File: src/pkg/abh_consts.vh
// Constants for the converter byte output and handshake block.
// Assumes inclusion by bare name from design files.
`ifndef ABH_CONSTS_VH
`define ABH_CONSTS_VH
`define ABH_HOLD_RESTART_CYC 3'h7
`define ABH_BYTES_16 2'h3
`define ABH_BYTES_14 2'h2
`define ABH_ST_IDLE 2'h0
`define ABH_ST_WAIT 2'h1
`define ABH_ST_LOAD 2'h2
`define ABH_ST_HOLD 2'h3
`define ABH_BYTE_HIGH 2'h0
`define ABH_BYTE_MID 2'h1
`define ABH_BYTE_LOW 2'h2
`endif

File: src/design/abh_hold_ctl.v
// Run/hold gate: stops the converter at the end of auto-zero while hold is low.
// Assumes run_hold_in synchronous to clock_in.
`include "abh_consts.vh"
module abh_hold_ctl (
  input wire clock_in, // Converter clock
  input wire rstn_in, // Synchronous reset, active low
  input wire autozero_end_in, // Auto-zero finished this cycle
  input wire run_hold_in, // High to run
  output wire integrate_start_out // Pulse: start integrate
);
  reg waiting_r;
  reg [2:0] count_r;
  reg counting_r;
  reg start_r;
  always @(posedge clock_in) begin
    if (!rstn_in) begin
      waiting_r <= 1'b0;
      counting_r <= 1'b0;
      count_r <= 3'h0;
      start_r <= 1'b0;
    end else begin
      start_r <= 1'b0;
      if (autozero_end_in && !waiting_r && !counting_r) begin
        if (run_hold_in)
          start_r <= 1'b1;
        else
          waiting_r <= 1'b1;
      end
      if (waiting_r && run_hold_in) begin
        waiting_r <= 1'b0;
        counting_r <= 1'b1;
        count_r <= 3'h1;
      end
      if (counting_r) begin
        if (count_r == `ABH_HOLD_RESTART_CYC) begin
          counting_r <= 1'b0;
          start_r <= 1'b1;
        end else begin
          count_r <= count_r + 3'h1;
        end
      end
    end
  end
  assign integrate_start_out = start_r;
endmodule

File: src/design/abh_output_port.v
// Byte output port of a dual-slope converter: direct and handshake modes.
// Assumes all inputs synchronous to clock_in except direct-mode enables.
`include "abh_consts.vh"
module abh_output_port #(
  parameter BYTES = 3 // 3 for 16-bit, 2 for 14/12-bit
) (
  input wire clock_in, // Internal converter clock
  input wire rstn_in, // Synchronous reset, active low
  input wire mode_in, // Output mode select
  input wire run_hold_in, // Run/hold
  input wire autozero_end_in, // Pulse: auto-zero finished
  input wire latch_req_in, // Pulse: conversion done, latch result
  input wire [7:0] result_low_in, // Converter bits 1-8
  input wire [7:0] result_mid_in, // Converter middle byte
  input wire [7:0] result_high_in, // Sign, overrange, upper bits
  input wire send_ready_in, // Receiver able to accept
  input wire chip_enable_load_strobe_in, // Direct chip enable, low active
  input wire low_byte_enable_in, // Direct low byte enable
  input wire middle_byte_enable_in, // Direct middle byte enable
  input wire high_byte_enable_in, // Direct high byte enable
  output reg chip_enable_load_strobe_out, // Driven chip enable/load, low active
  output reg low_byte_enable_out, // Driven low byte enable
  output reg middle_byte_enable_out, // Driven middle byte enable
  output reg high_byte_enable_out, // Driven high byte enable
  output wire enables_oe_out, // Enable pins driven
  output wire [7:0] low_data_out, // Low byte data
  output wire [7:0] mid_data_out, // Middle byte data
  output wire [7:0] high_data_out, // High byte data
  output wire low_data_oe_out, // Low byte drive
  output wire mid_data_oe_out, // Middle byte drive
  output wire high_data_oe_out, // High byte drive
  output wire status_out, // Conversion in progress
  output wire handshake_out, // Internal handshake flag
  output wire integrate_start_out // Pulse: integrate begins
);
  reg [7:0] low_r;
  reg [7:0] mid_r;
  reg [7:0] high_r;
  reg hs_r;
  reg mode_d_r;
  reg pend_r;
  reg status_r;
  reg stat_fall_r;
  reg [1:0] st_r;
  reg [1:0] byte_r;
  reg sense_r;
  reg [2:0] data_on_r;
  wire start_int;
  wire last_byte;
  wire mode_rise;
  integer i;

  // --------------------------------------------------------------
  // Hold control
  // --------------------------------------------------------------
  abh_hold_ctl u_hold (
    .clock_in(clock_in),
    .rstn_in(rstn_in),
    .autozero_end_in(autozero_end_in),
    .run_hold_in(run_hold_in),
    .integrate_start_out(start_int)
  );
  assign integrate_start_out = start_int;

  // --------------------------------------------------------------
  // Result latch and status
  // --------------------------------------------------------------
  always @(posedge clock_in) begin
    if (!rstn_in) begin
      low_r <= 8'h00;
      mid_r <= 8'h00;
      high_r <= 8'h00;
      status_r <= 1'b0;
    end else begin
      if (start_int)
        status_r <= 1'b1;
      if (latch_req_in && status_r)
        status_r <= 1'b0;
      if (latch_req_in && !hs_r && status_r) begin
        low_r <= result_low_in;
        mid_r <= result_mid_in;
        high_r <= result_high_in;
      end
    end
  end

  // Half-clock copy keeps status up until the falling edge after the latch edge
  always @(negedge clock_in) begin
    if (!rstn_in)
      stat_fall_r <= 1'b0;
    else
      stat_fall_r <= status_r;
  end
  assign status_out = status_r || stat_fall_r;

  // --------------------------------------------------------------
  // Handshake entry and exit
  // --------------------------------------------------------------
  assign last_byte = (byte_r == `ABH_BYTE_LOW);
  assign mode_rise = mode_in && !mode_d_r;

  always @(posedge clock_in) begin
    if (!rstn_in) begin
      hs_r <= 1'b0;
      mode_d_r <= 1'b0;
      pend_r <= 1'b0;
    end else begin
      mode_d_r <= mode_in;
      if (!hs_r) begin
        if (latch_req_in && status_r && mode_in)
          hs_r <= 1'b1;
        else if (latch_req_in && mode_rise)
          pend_r <= 1'b1;
        else if (mode_rise || pend_r) begin
          hs_r <= 1'b1;
          pend_r <= 1'b0;
        end
      end else if (st_r == `ABH_ST_HOLD && sense_r && last_byte) begin
        hs_r <= 1'b0;
      end
    end
  end
  assign handshake_out = hs_r;

  // --------------------------------------------------------------
  // Falling-edge sense of send-ready
  // --------------------------------------------------------------
  always @(negedge clock_in) begin
    if (!rstn_in)
      sense_r <= 1'b0;
    else
      sense_r <= send_ready_in;
  end

  // --------------------------------------------------------------
  // Byte sequencer
  // --------------------------------------------------------------
  always @(posedge clock_in) begin
    if (!rstn_in) begin
      st_r <= `ABH_ST_IDLE;
      byte_r <= `ABH_BYTE_HIGH;
      chip_enable_load_strobe_out <= 1'b1;
      high_byte_enable_out <= 1'b1;
      middle_byte_enable_out <= 1'b1;
      low_byte_enable_out <= 1'b1;
    end else begin
      chip_enable_load_strobe_out <= 1'b1;
      case (st_r)
        `ABH_ST_IDLE: begin
          if (hs_r) begin
            st_r <= `ABH_ST_WAIT;
            byte_r <= `ABH_BYTE_HIGH;
          end
        end
        `ABH_ST_WAIT: begin
          if (sense_r) begin
            st_r <= `ABH_ST_LOAD;
            chip_enable_load_strobe_out <= 1'b0;
            high_byte_enable_out <= (byte_r != `ABH_BYTE_HIGH);
            middle_byte_enable_out <= (byte_r != `ABH_BYTE_MID);
            low_byte_enable_out <= (byte_r != `ABH_BYTE_LOW);
          end
        end
        `ABH_ST_LOAD: begin
          st_r <= `ABH_ST_HOLD;
        end
        `ABH_ST_HOLD: begin
          if (sense_r) begin
            high_byte_enable_out <= 1'b1;
            middle_byte_enable_out <= 1'b1;
            low_byte_enable_out <= 1'b1;
            if (last_byte) begin
              st_r <= `ABH_ST_IDLE;
            end else begin
              st_r <= `ABH_ST_LOAD;
              chip_enable_load_strobe_out <= 1'b0;
              if (byte_r == `ABH_BYTE_HIGH && BYTES == 3) begin
                byte_r <= `ABH_BYTE_MID;
                middle_byte_enable_out <= 1'b0;
              end else begin
                byte_r <= `ABH_BYTE_LOW;
                low_byte_enable_out <= 1'b0;
              end
            end
          end
        end
        default: st_r <= `ABH_ST_IDLE;
      endcase
    end
  end

  // Data of the current byte stays on until the falling edge sensing send-ready
  always @(negedge clock_in) begin
    if (!rstn_in) begin
      data_on_r <= 3'h0;
    end else begin
      for (i = 0; i < 3; i = i + 1) begin
        if ((st_r == `ABH_ST_LOAD || st_r == `ABH_ST_HOLD) && byte_r == i[1:0])
          data_on_r[i] <= !(st_r == `ABH_ST_HOLD && send_ready_in);
        else
          data_on_r[i] <= 1'b0;
      end
    end
  end

  // --------------------------------------------------------------
  // Pin drive
  // --------------------------------------------------------------
  wire drive_hs = hs_r || mode_in || st_r != `ABH_ST_IDLE;
  assign enables_oe_out = drive_hs;
  wire ce_dir = !drive_hs && !chip_enable_load_strobe_in;
  // Data turns on with the load strobe, a half clock ahead of the falling-edge flag
  wire load_high = st_r == `ABH_ST_LOAD && byte_r == `ABH_BYTE_HIGH;
  wire load_mid = st_r == `ABH_ST_LOAD && byte_r == `ABH_BYTE_MID;
  wire load_low = st_r == `ABH_ST_LOAD && byte_r == `ABH_BYTE_LOW;
  assign high_data_oe_out = drive_hs ? (data_on_r[0] || load_high) :
    (ce_dir && !high_byte_enable_in);
  assign mid_data_oe_out = drive_hs ? (data_on_r[1] || load_mid) :
    (ce_dir && !middle_byte_enable_in && BYTES == 3);
  assign low_data_oe_out = drive_hs ? (data_on_r[2] || load_low) :
    (ce_dir && !low_byte_enable_in);
  assign high_data_out = high_r;
  assign mid_data_out = mid_r;
  assign low_data_out = low_r;
endmodule

File: config.mk
export PLATFORM = sky130hd
export DESIGN_NAME = abh_output_port
export DESIGN_NICKNAME = d
export VERILOG_FILES = /design/src/design/abh_hold_ctl.v /design/src/design/abh_output_port.v
export VERILOG_INCLUDE_DIRS = /design/src /design/src/pkg
export SDC_FILE = /design/constraint.sdc
export NUM_CORES = 1
export LEC_CHECK = 0
export BUFFER_PORTS_ARGS = -buffer_cell sky130_fd_sc_hd__buf_2
export CAP_MARGIN = 10
export CORE_ASPECT_RATIO = 1.75
export CORE_UTILIZATION = 48
export DETAILED_ROUTE_END_ITERATION = 7
export GPL_ROUTABILITY_DRIVEN = 0
export PLACE_DENSITY = 0.76
export SYNTH_ARGS = -nofsm -noshare
export SYNTH_HDL_FRONTEND = slang
export SYNTH_SLANG_ARGS = --single-unit
File: constraint.sdc
create_clock -name clock_in -period 2 [get_ports clock_in]
set_clock_uncertainty 0.15 [all_clocks]
set_input_delay 0.4 -clock clock_in [delete_from_list [all_inputs] [get_ports clock_in]]
set_output_delay 0.4 -clock clock_in [all_outputs]
set_load 0.03 [all_outputs]
==> flow_metrics.py, run 1 <==
metrics = {
    "floorplan": {
        "chipHeight_um": 84.1,
        "start_util_pct": 50.5,
        "die_width_um": 48.9,
        "ios": 70,
        "full_die_area_um2": 4120,
        "core.rowCount": 29,
        "floorplan.core_area_um2": 3660,
    },
    "global_route": {
        "grt_max_degree": 25,
        "antenna_found_initial": 0,
        "globalRouteTotalUtil_pct": 22.9,
        "grt-ovfl-total": 0,
        "first_global_vias": 1784,
        "grt_first_pass_wirelength_um": 7410,
    },
    "synth": {
        "postSynthRegisterBits": 47,
        "synth_top_flop_cell": "sky130_fd_sc_hd__dfxtp_1",
        "number_of_different_library_cells_in_the_post_synthesis_netlist": 31,
        "synth.most_common_cell": "sky130_fd_sc_hd__nand2_1",
        "async_flop_share_pct": 0,
        "yosysSeqAreaShare_pct": 50.8,
        "postSynthCellCount": 228,
        "yosys.area.top_type_share_pct": 50.8,
        "syn_nets": 266,
        "post_synth_most_frequent_cells": "sky130_fd_sc_hd__nand2_1, sky130_fd_sc_hd__dfxtp_1, sky130_fd_sc_hd__a21oi_1",
        "mappedNetlistArea_um2": 1850,
        "ys_top_cells_by_area": "sky130_fd_sc_hd__dfxtp_1, sky130_fd_sc_hd__nand2_1, sky130_fd_sc_hd__a21oi_1, sky130_fd_sc_hd__o21ai_0, sky130_fd_sc_hd__nor2_1",
        "synth_enable_flop_cells": 0,
        "post-synth-top-area-cell": "sky130_fd_sc_hd__dfxtp_1",
        "yosys_warnings": 0,
        "syn_area_per_cell_um2": 8.12,
    },
    "setup_path": {
        "reg2reg_path_depth": 3,
        "worst_setup_path_startpoint": "data_on_r[1]",
        "critPathKind": "flip-flop to output pin",
        "r2r-end": "middle_byte_enable_out",
        "setup.worst_path.start_class": "flip-flop",
        "critical_path_arrival_ps": 2040,
        "worst_reg_to_reg_setup_slack_ps": -180,
        "setup.worst_path.end_class": "output pin",
        "crit_required_ps": 1450,
        "cp-endpoint": "mid_data_oe_out",
        "crit_path_max_fanout": 1,
        "r2r-start": "sense_r",
    },
    "detailed_routing": {
        "first_iter_violations": 19,
        "first_pass_iters": 4,
        "drt_wl_total_um": 4510,
        "detail_route.vias_per_cell": 5.12,
        "remaining_drc_errors": 0,
        "route.vias.total": 1847,
        "wl_per_cell_um": 12.5,
        "ant_nets": 0,
    },
    "finish": {
        "final_cells": 361,
        "seq_area_um2": 947,
        "finish.instance_area_um2": 2590,
        "multi_input_area_um2": 933,
        "drive_gt1_share_pct": 36.8,
        "insertedDiodeCount": 0,
        "num-nets-final": 352,
        "synthesis_to_layout_area_growth_pct": 40.2,
        "nFillCells": 317,
    },
    "timing": {
        "final_hold_viol_count": 0,
        "grt_setup_unrepaired": "true",
        "max_slew_margin_pct": 70.6,
        "final-max-slew-violation-count": 0,
        "report.final.setup_viol": 11,
        "setup_slack_ps": -590,
        "max_slew.worst_pin.slew_ps": 440,
    },
    "placement": {
        "place.detailed.hpwl_um": 3290,
        "portBuffers": 69,
        "numPlacedInstances": 348,
        "placement.cell_area_um2": 2390,
    },
    "min_path": {
        "worstHoldPathType": "input port to flip-flop",
        "hold-path-cell-count": 2,
    },
    "clocking": {
        "cts_buf_count": 5,
        "cts_max_path_buffers": 2,
        "clock_sinks": 47,
        "htree_num_levels": 2,
        "clk-insertion-delay-late_ps": 350,
        "tritoncts_clock_tree": "done",
        "cts-root-buf": "sky130_fd_sc_hd__clkbuf_8",
        "clkTransAtPathRegs_ps": 80,
    },
    "flow_run": {
        "max_capacitance_violation_count": 0,
    },
    "power": {
        "vdd_ir_drop_max_v": 0.000605,
        "power.leakage_nw": 1.12,
        "pwr_density_cell_nw_per_um2": 699,
    },
    "status": {
        "violated_checks": "setup timing",
        "status": "complete, but fails checks",
    },
}
==> registers in the layout (all words and copies together) (netlist names), 2 cells and up <==
register        cells
low_data_out        8
data_on_r           3
high_data_out       8
mid_data_out        8
byte_r              2
u_hold.count_r      3
st_r                2
==> cells by family (layout without fill, tap and decap cells) <==
group,Yosys count,count (layout),share of synthesized area [%]
DFF,47,47,50.8
adders and majority gates,3,3,2.03
and+or+nand+nor,106,106,26.6
AOI/OAI and AO/OA,52,52,15.7
xor gates and xnor gates,1,1,0.473
buffers and inverters,19,106,4.33
==> placed cells by master, fill, tap and decap left out, drive strengths merged, types with 4 or more instances in the layout <==
cell     n
nand2   57
buf     89
nor2    12
nor2b    4
o21ai    9
nand3    8
inv      9
nor3     5
a21oi   35
and2     6
clkbuf   5
dfxtp   47
==> critical path: stages (launching register included) <==
cell,delay (ps)
sky130_fd_sc_hd__dfxtp_2,330
sky130_fd_sc_hd__a31oi_4,40
sky130_fd_sc_hd__o21ai_2,180
sky130_fd_sc_hd__buf_6,150
==> per-stage QoR <==
| step | setup slack [ps] | total power [W] | setup TNS, ps | hold slack (ps) | utilization [%] |
|---|---|---|---|---|---|
| after floorplan | -196 | 0.00116 | -786 | 300 | - |
| after global placement | -224 | 0.00126 | -1300 | 289 | 65.3 |
| after detailed placement | -273 | 0.00126 | -1560 | 293 | 65.3 |
| after CTS | -586 | 0.00183 | -2770 | 146 | 70.0 |
| after global routing | -619 | 0.00190 | -3250 | 147 | 70.8 |
| final | -590 | 0.00181 | -2850 | 152 | 70.8 |
==> power by group <==
part | internal (W) | switching [W] | total (W)
combinational | 0.000111 | 0.000150 | 0.000262
clock | 0.000248 | 0.000324 | 0.000572
sequential | 0.000963 | 0.0000174 | 0.000980
total | 0.00132 | 0.000492 | 0.00181
==> cell type report <==
type | count | area share (%)
timing repair buffer | 89 | 20.8
clock buffer | 5 | 2.65
multi-input combinational | 162 | 36.0
inverter | 4 | 0.579
sequential | 47 | 36.5
clock inverter | 8 | 1.21
tap | 46 | 2.22
==> timing repair <==
item                                    CTS  global route
hold endpoints to repair                  0             0
resized for setup                        20             4
hold buffers                              0             0
buffers inserted                          0             1
pin swaps                                 7             2
endpoints found under the setup margin   11            13
==> how the worst min path moves through the flow <==
stage / from / to / slack (ps)
floorplan: u_hold.count_r[0] / u_hold.count_r[0] / 300
global placement: low_data_out[7] / low_data_out[7] / 290
detailed placement: high_data_out[6] / high_data_out[6] / 290
CTS: run_hold_in / u_hold.waiting_r / 150
global route: run_hold_in / u_hold.waiting_r / 150
finish: run_hold_in / u_hold.waiting_r / 150
==> layer usage <==
| metal | track usage [%] | up-vias | routed length, um |
|---|---|---|---|
| met5 | 0 | - | 0 |
| met4 | 9.36 | 0 | 87 |
| met3 | 3.62 | 11 | 189 |
| met1 | 23.4 | 852 | 1700 |
| met2 | 44.4 | 54 | 2540 |
| li1 | - | 930 | - |
(Power assumes the default switching activity.)
==> inputs of run 2 (changes only) <==
--- a/config.mk
+++ b/config.mk
@@ -13,6 +13,7 @@
 export DETAILED_ROUTE_END_ITERATION = 7
 export GPL_ROUTABILITY_DRIVEN = 0
 export PLACE_DENSITY = 0.76
+export SETUP_SLACK_MARGIN = 0.2
 export SYNTH_ARGS = -nofsm -noshare
 export SYNTH_HDL_FRONTEND = slang
 export SYNTH_SLANG_ARGS = --single-unit
==> flow_metrics.py, run 2 (same netlist as run 1, synthesis figures left out) <==
metrics = {
    "global_route": {
        "globalRouteTotalUtil_pct": 23.6,
        "grt-ovfl-total": 0,
        "grt_use_met2_pct": 45.5,
        "met3_usage_pct": 4.89,
        "first_global_vias": 1790,
        "antenna_found_initial": 0,
        "globalRoute.busiestLayer": "met2",
        "met1_usage_pct": 21.9,
        "grt_max_degree": 28,
        "grt_first_pass_wirelength_um": 7510,
    },
    "detailed_routing": {
        "wl_per_cell_um": 12.7,
        "route.vias.total": 1872,
        "drt_wl_total_um": 4610,
        "first_iter_violations": 51,
        "ant_nets": 0,
        "remaining_drc_errors": 0,
        "detail_route.vias_per_cell": 5.16,
        "first_pass_iters": 4,
    },
    "power": {
        "power.leakage_nw": 1.15,
        "pwr_density_cell_nw_per_um2": 690,
        "vdd_ir_drop_max_v": 0.000590,
    },
    "timing": {
        "final_hold_viol_count": 0,
        "report.final.setup_viol": 15,
        "setup_slack_ps": -567,
        "max_slew_margin_pct": 68.0,
        "totalNegativeSetupSlack_ps": -2950,
        "final-max-slew-violation-count": 0,
        "grt_setup_unrepaired": "true",
        "timing.hold.ws_ps": 160,
        "max_slew.worst_pin.slew_ps": 478,
    },
    "finish": {
        "synthesis_to_layout_area_growth_pct": 44.5,
        "multi_input_area_um2": 975,
        "finish.instance_area_um2": 2670,
        "insertedDiodeCount": 0,
        "seq_area_um2": 948,
        "layout.cells.most_common": "sky130_fd_sc_hd__buf_2",
        "mostFrequentLayoutCells": "sky130_fd_sc_hd__buf_2, sky130_fd_sc_hd__nand2_1, sky130_fd_sc_hd__dfxtp_1, sky130_fd_sc_hd__a21oi_1, sky130_fd_sc_hd__buf_4",
        "nFillCells": 297,
        "drive_gt1_share_pct": 40.4,
        "num-nets-final": 354,
    },
    "clocking": {
        "cts-root-buf": "sky130_fd_sc_hd__clkbuf_8",
        "clkTransAtPathRegs_ps": 80,
        "tritoncts_clock_tree": "done",
        "clock_sinks": 47,
        "clk-insertion-delay-late_ps": 350,
        "cts_max_path_buffers": 2,
        "htree_num_levels": 2,
        "cts_buf_count": 5,
    },
    "flow_run": {
        "max_capacitance_violation_count": 0,
    },
    "setup_path": {
        "worst-path-buf-inv": 1,
        "path_delay_family": "flip-flops",
        "crit_path_max_fanout": 1,
        "crit_required_ps": 1450,
        "setup.worst_path.start_class": "flip-flop",
        "critical_path_arrival_ps": 2020,
        "worstPathCellList": "a31oi_1 -> o21ai_2 -> buf_6",
        "worst_path_largest_cell_delay_ps": 290,
        "cp_max_delay_cell": "sky130_fd_sc_hd__dfxtp_1",
        "critPathKind": "flip-flop to output pin",
        "setup.worst_path.end_class": "output pin",
    },
    "floorplan": {
        "start_util_pct": 50.5,
        "ios": 70,
        "floorplan.core_area_um2": 3660,
        "chipHeight_um": 84.1,
        "core.rowCount": 29,
        "full_die_area_um2": 4120,
        "die_width_um": 48.9,
    },
    "status": {
        "violated_checks": "setup timing",
        "status": "complete, but fails checks",
    },
    "placement": {
        "placement.cell_area_um2": 2410,
        "place.detailed.hpwl_um": 3240,
        "portBuffers": 69,
    },
    "min_path": {
        "worstHoldPathType": "input port to flip-flop",
    },
}
## run 2: metrics by stage
stage | std cells | setup WS (ps) | total power (W) | util [%]
6_report | 363 | -567 | 0.00184 | 73.0
5_1_grt | 363 | -632 | 0.00193 | 73.0
3_3_place_gp | 348 | -227 | 0.00126 | 65.9
3_5_place_dp | 348 | -238 | 0.00126 | 65.9
4_1_cts | 362 | -576 | 0.00185 | 71.4
2_1_floorplan | 228 | -187 | 0.00117 | -
## run 2: metal layers
| layer | up-vias | share of wire (%) | routed length (um) |
|---|---|---|---|
| met5 | - | 0 | 0 |
| met4 | 0 | 3.5 | 160 |
| met3 | 13 | 4.1 | 190 |
| met2 | 56 | 55 | 2520 |
| met1 | 864 | 38 | 1740 |
| li1 | 939 | - | - |
## run 2: layout make-up
type / count / share of cell area (%)
clock buffers: 7 / 2.85
clock inverters: 6 / 0.842
inverters: 4 / 0.655
multi-input cells: 162 / 36.5
flip-flops and latches: 47 / 35.5
well taps: 46 / 2.15
repair buffers: 91 / 21.6
## run 2: final timing paths
path / from / to / slack [ps] / cells past startpoint
hold reg to reg: mid_data_out[5] / mid_data_out[5] / 300 / 2
setup / recovery: data_on_r[1] / mid_data_oe_out / -570 / 3
hold / removal: run_hold_in / u_hold.waiting_r / 160 / 2
setup reg to reg: sense_r / middle_byte_enable_out / -190 / 3
## run 2: report_power, final
group	switching, W	leakage (nW)	internal, W	total [W]
Clock	0.000314	0.0665	0.000257	0.000571
Sequential	0.0000173	0.384	0.000963	0.000981
Combinational	0.000163	0.703	0.000130	0.000292
## run 2: worst register-to-register path: cells and delay by family (launching register included)
kind,cells,cell delay [ps]
and+or+nand+nor,2,380
DFF,1,350
AOI/OAI and AO/OA,1,150
## run 2: what timing repair did
item | CTS | global route
endpoints found under the setup margin | 17 | 17
setup buffers | 2 | 1
hold buffers | 0 | 0
resized for setup | 24 | 9
pin swaps | 6 | 4
==> inputs of run 3 (changes only) <==
--- a/config.mk
+++ b/config.mk
@@ -9,10 +9,10 @@
 export BUFFER_PORTS_ARGS = -buffer_cell sky130_fd_sc_hd__buf_2
 export CAP_MARGIN = 10
 export CORE_ASPECT_RATIO = 1.75
-export CORE_UTILIZATION = 48
+export CORE_UTILIZATION = 43
 export DETAILED_ROUTE_END_ITERATION = 7
 export GPL_ROUTABILITY_DRIVEN = 0
-export PLACE_DENSITY = 0.76
+export PLACE_DENSITY = 0.72
 export SETUP_SLACK_MARGIN = 0.2
 export SYNTH_ARGS = -nofsm -noshare
 export SYNTH_HDL_FRONTEND = slang
==> constraint.sdc (replaced) <==
create_clock -name clock_in -period 2.2 [get_ports clock_in]
set_clock_uncertainty 0.15 [all_clocks]
set_input_delay 0.44 -clock clock_in [delete_from_list [all_inputs] [get_ports clock_in]]
set_output_delay 0.44 -clock clock_in [all_outputs]
set_load 0.03 [all_outputs]
==> flow_metrics.py, run 3 (same netlist as run 1, synthesis figures left out) <==
metrics = {
    "min_path": {
        "worstHoldPathType": "input port to flip-flop",
    },
    "global_route": {
        "globalRoute.busiestLayer": "met2",
        "grt-ovfl-total": 0,
        "grt_max_degree": 25,
        "globalRouteTotalUtil_pct": 21.7,
        "antenna_found_initial": 0,
        "first_global_vias": 1746,
        "met3_usage_pct": 5.33,
        "grt_first_pass_wirelength_um": 7310,
        "grt_use_met2_pct": 40.9,
        "met1_usage_pct": 19.8,
    },
    "clocking": {
        "cts-root-buf": "sky130_fd_sc_hd__clkbuf_8",
        "tritoncts_clock_tree": "done",
        "htree_num_levels": 2,
        "clkTransAtPathRegs_ps": 80,
        "clock_sinks": 47,
        "cts_buf_count": 5,
        "cts_max_path_buffers": 2,
        "clk-insertion-delay-late_ps": 350,
    },
    "finish": {
        "synthesis_to_layout_area_growth_pct": 46.1,
        "drive_gt1_share_pct": 39.7,
        "num-nets-final": 354,
        "final_core_util_pct": 65.8,
        "mostFrequentLayoutCells": "sky130_fd_sc_hd__buf_2, sky130_fd_sc_hd__nand2_1, sky130_fd_sc_hd__dfxtp_1, sky130_fd_sc_hd__a21oi_1, sky130_fd_sc_hd__buf_4",
        "insertedDiodeCount": 0,
        "final_cells": 366,
        "layout.cells.most_common": "sky130_fd_sc_hd__buf_2",
    },
    "setup_path": {
        "crit_path_max_fanout": 1,
        "worst_reg_to_reg_setup_slack_ps": -150,
        "critPathKind": "flip-flop to output pin",
        "crit_required_ps": 1610,
        "setup.worst_path.end_class": "output pin",
        "critical_path_arrival_ps": 2130,
        "setup.worst_path.start_class": "flip-flop",
    },
    "floorplan": {
        "start_util_pct": 45.0,
        "core.rowCount": 31,
        "floorplan.core_area_um2": 4110,
        "full_die_area_um2": 4580,
        "chipHeight_um": 88.8,
        "ios": 70,
        "die_width_um": 51.6,
    },
    "detailed_routing": {
        "wl_per_cell_um": 12.8,
        "detail_route.vias_per_cell": 5.13,
        "remaining_drc_errors": 0,
        "first_iter_violations": 16,
        "drt_wl_total_um": 4690,
        "route.vias.total": 1878,
        "first_pass_iters": 4,
        "ant_nets": 0,
    },
    "placement": {
        "dp_slack_ps": -173,
        "portBuffers": 69,
        "place.detailed.hpwl_um": 3260,
        "numPlacedInstances": 347,
    },
    "power": {
        "power.leakage_nw": 1.17,
        "vdd_ir_drop_max_v": 0.000537,
        "pwr_density_cell_nw_per_um2": 628,
    },
    "timing": {
        "final-max-slew-violation-count": 0,
        "totalNegativeSetupSlack_ps": -2590,
        "final_hold_viol_count": 0,
        "timing.hold.ws_ps": 195,
        "max_slew_margin_pct": 74.5,
        "grt_setup_unrepaired": "true",
        "max_slew.worst_pin.slew_ps": 380,
        "setup_slack_ps": -515,
        "report.final.setup_viol": 12,
    },
    "status": {
        "violated_checks": "setup timing",
        "status": "complete, but fails checks",
    },
    "flow_run": {
        "max_capacitance_violation_count": 0,
    },
}
## run 3: layout make-up
cell class / instances / area (um^2)
inverter: 4 / 15.0
fill: 361 / 1410
timing repair buffer: 91 / 589
sequential: 47 / 951
tap: 49 / 61.3
clock inverter: 6 / 22.5
multi-input combinational: 162 / 988
clock buffer: 7 / 76.3
## run 3: timing repair
action                                  in CTS  in global routing
pin swaps                                    7                  7
setup buffers                                5                  2
hold buffers                                 0                  0
cloned                                       0                  0
endpoints found under the setup margin      14                 17
resized for setup                           19                 17
## run 3: stage by stage
step | instance area [um^2] | total power (W)
floorplan | 1950 | 0.00106
CTS | 2610 | 0.00169
finish | 2700 | 0.00170
global placement | 2380 | 0.00114
global route | 2700 | 0.00178
detailed placement | 2380 | 0.00115
## run 3: metal layers
metal / wire, um / vias up
li1: - / 934
met1: 1670 / 878
met2: 2620 / 53
met3: 202 / 13
met4: 202 / 0
met5: 0 / -
## run 3: power by group
part	internal (W)	total (W)	switching (W)
registers	0.000875	0.000891	0.0000164
clock network	0.000233	0.000525	0.000292
logic	0.000128	0.000281	0.000153
total	0.00124	0.00170	0.000461
## run 3: worst paths after layout
check	start	cells after the start	endpoint
max	data_on_r[1]	3	mid_data_oe_out
min	run_hold_in	2	u_hold.waiting_r
max reg2reg	sense_r	3	middle_byte_enable_out
min reg2reg	mid_data_out[7]	2	mid_data_out[7]
## run 3: critical path: stages, from the launching register on
cell,delay [ps]
sky130_fd_sc_hd__dfxtp_1,280
sky130_fd_sc_hd__a31oi_1,180
sky130_fd_sc_hd__o21ai_2,80
sky130_fd_sc_hd__buf_6,130
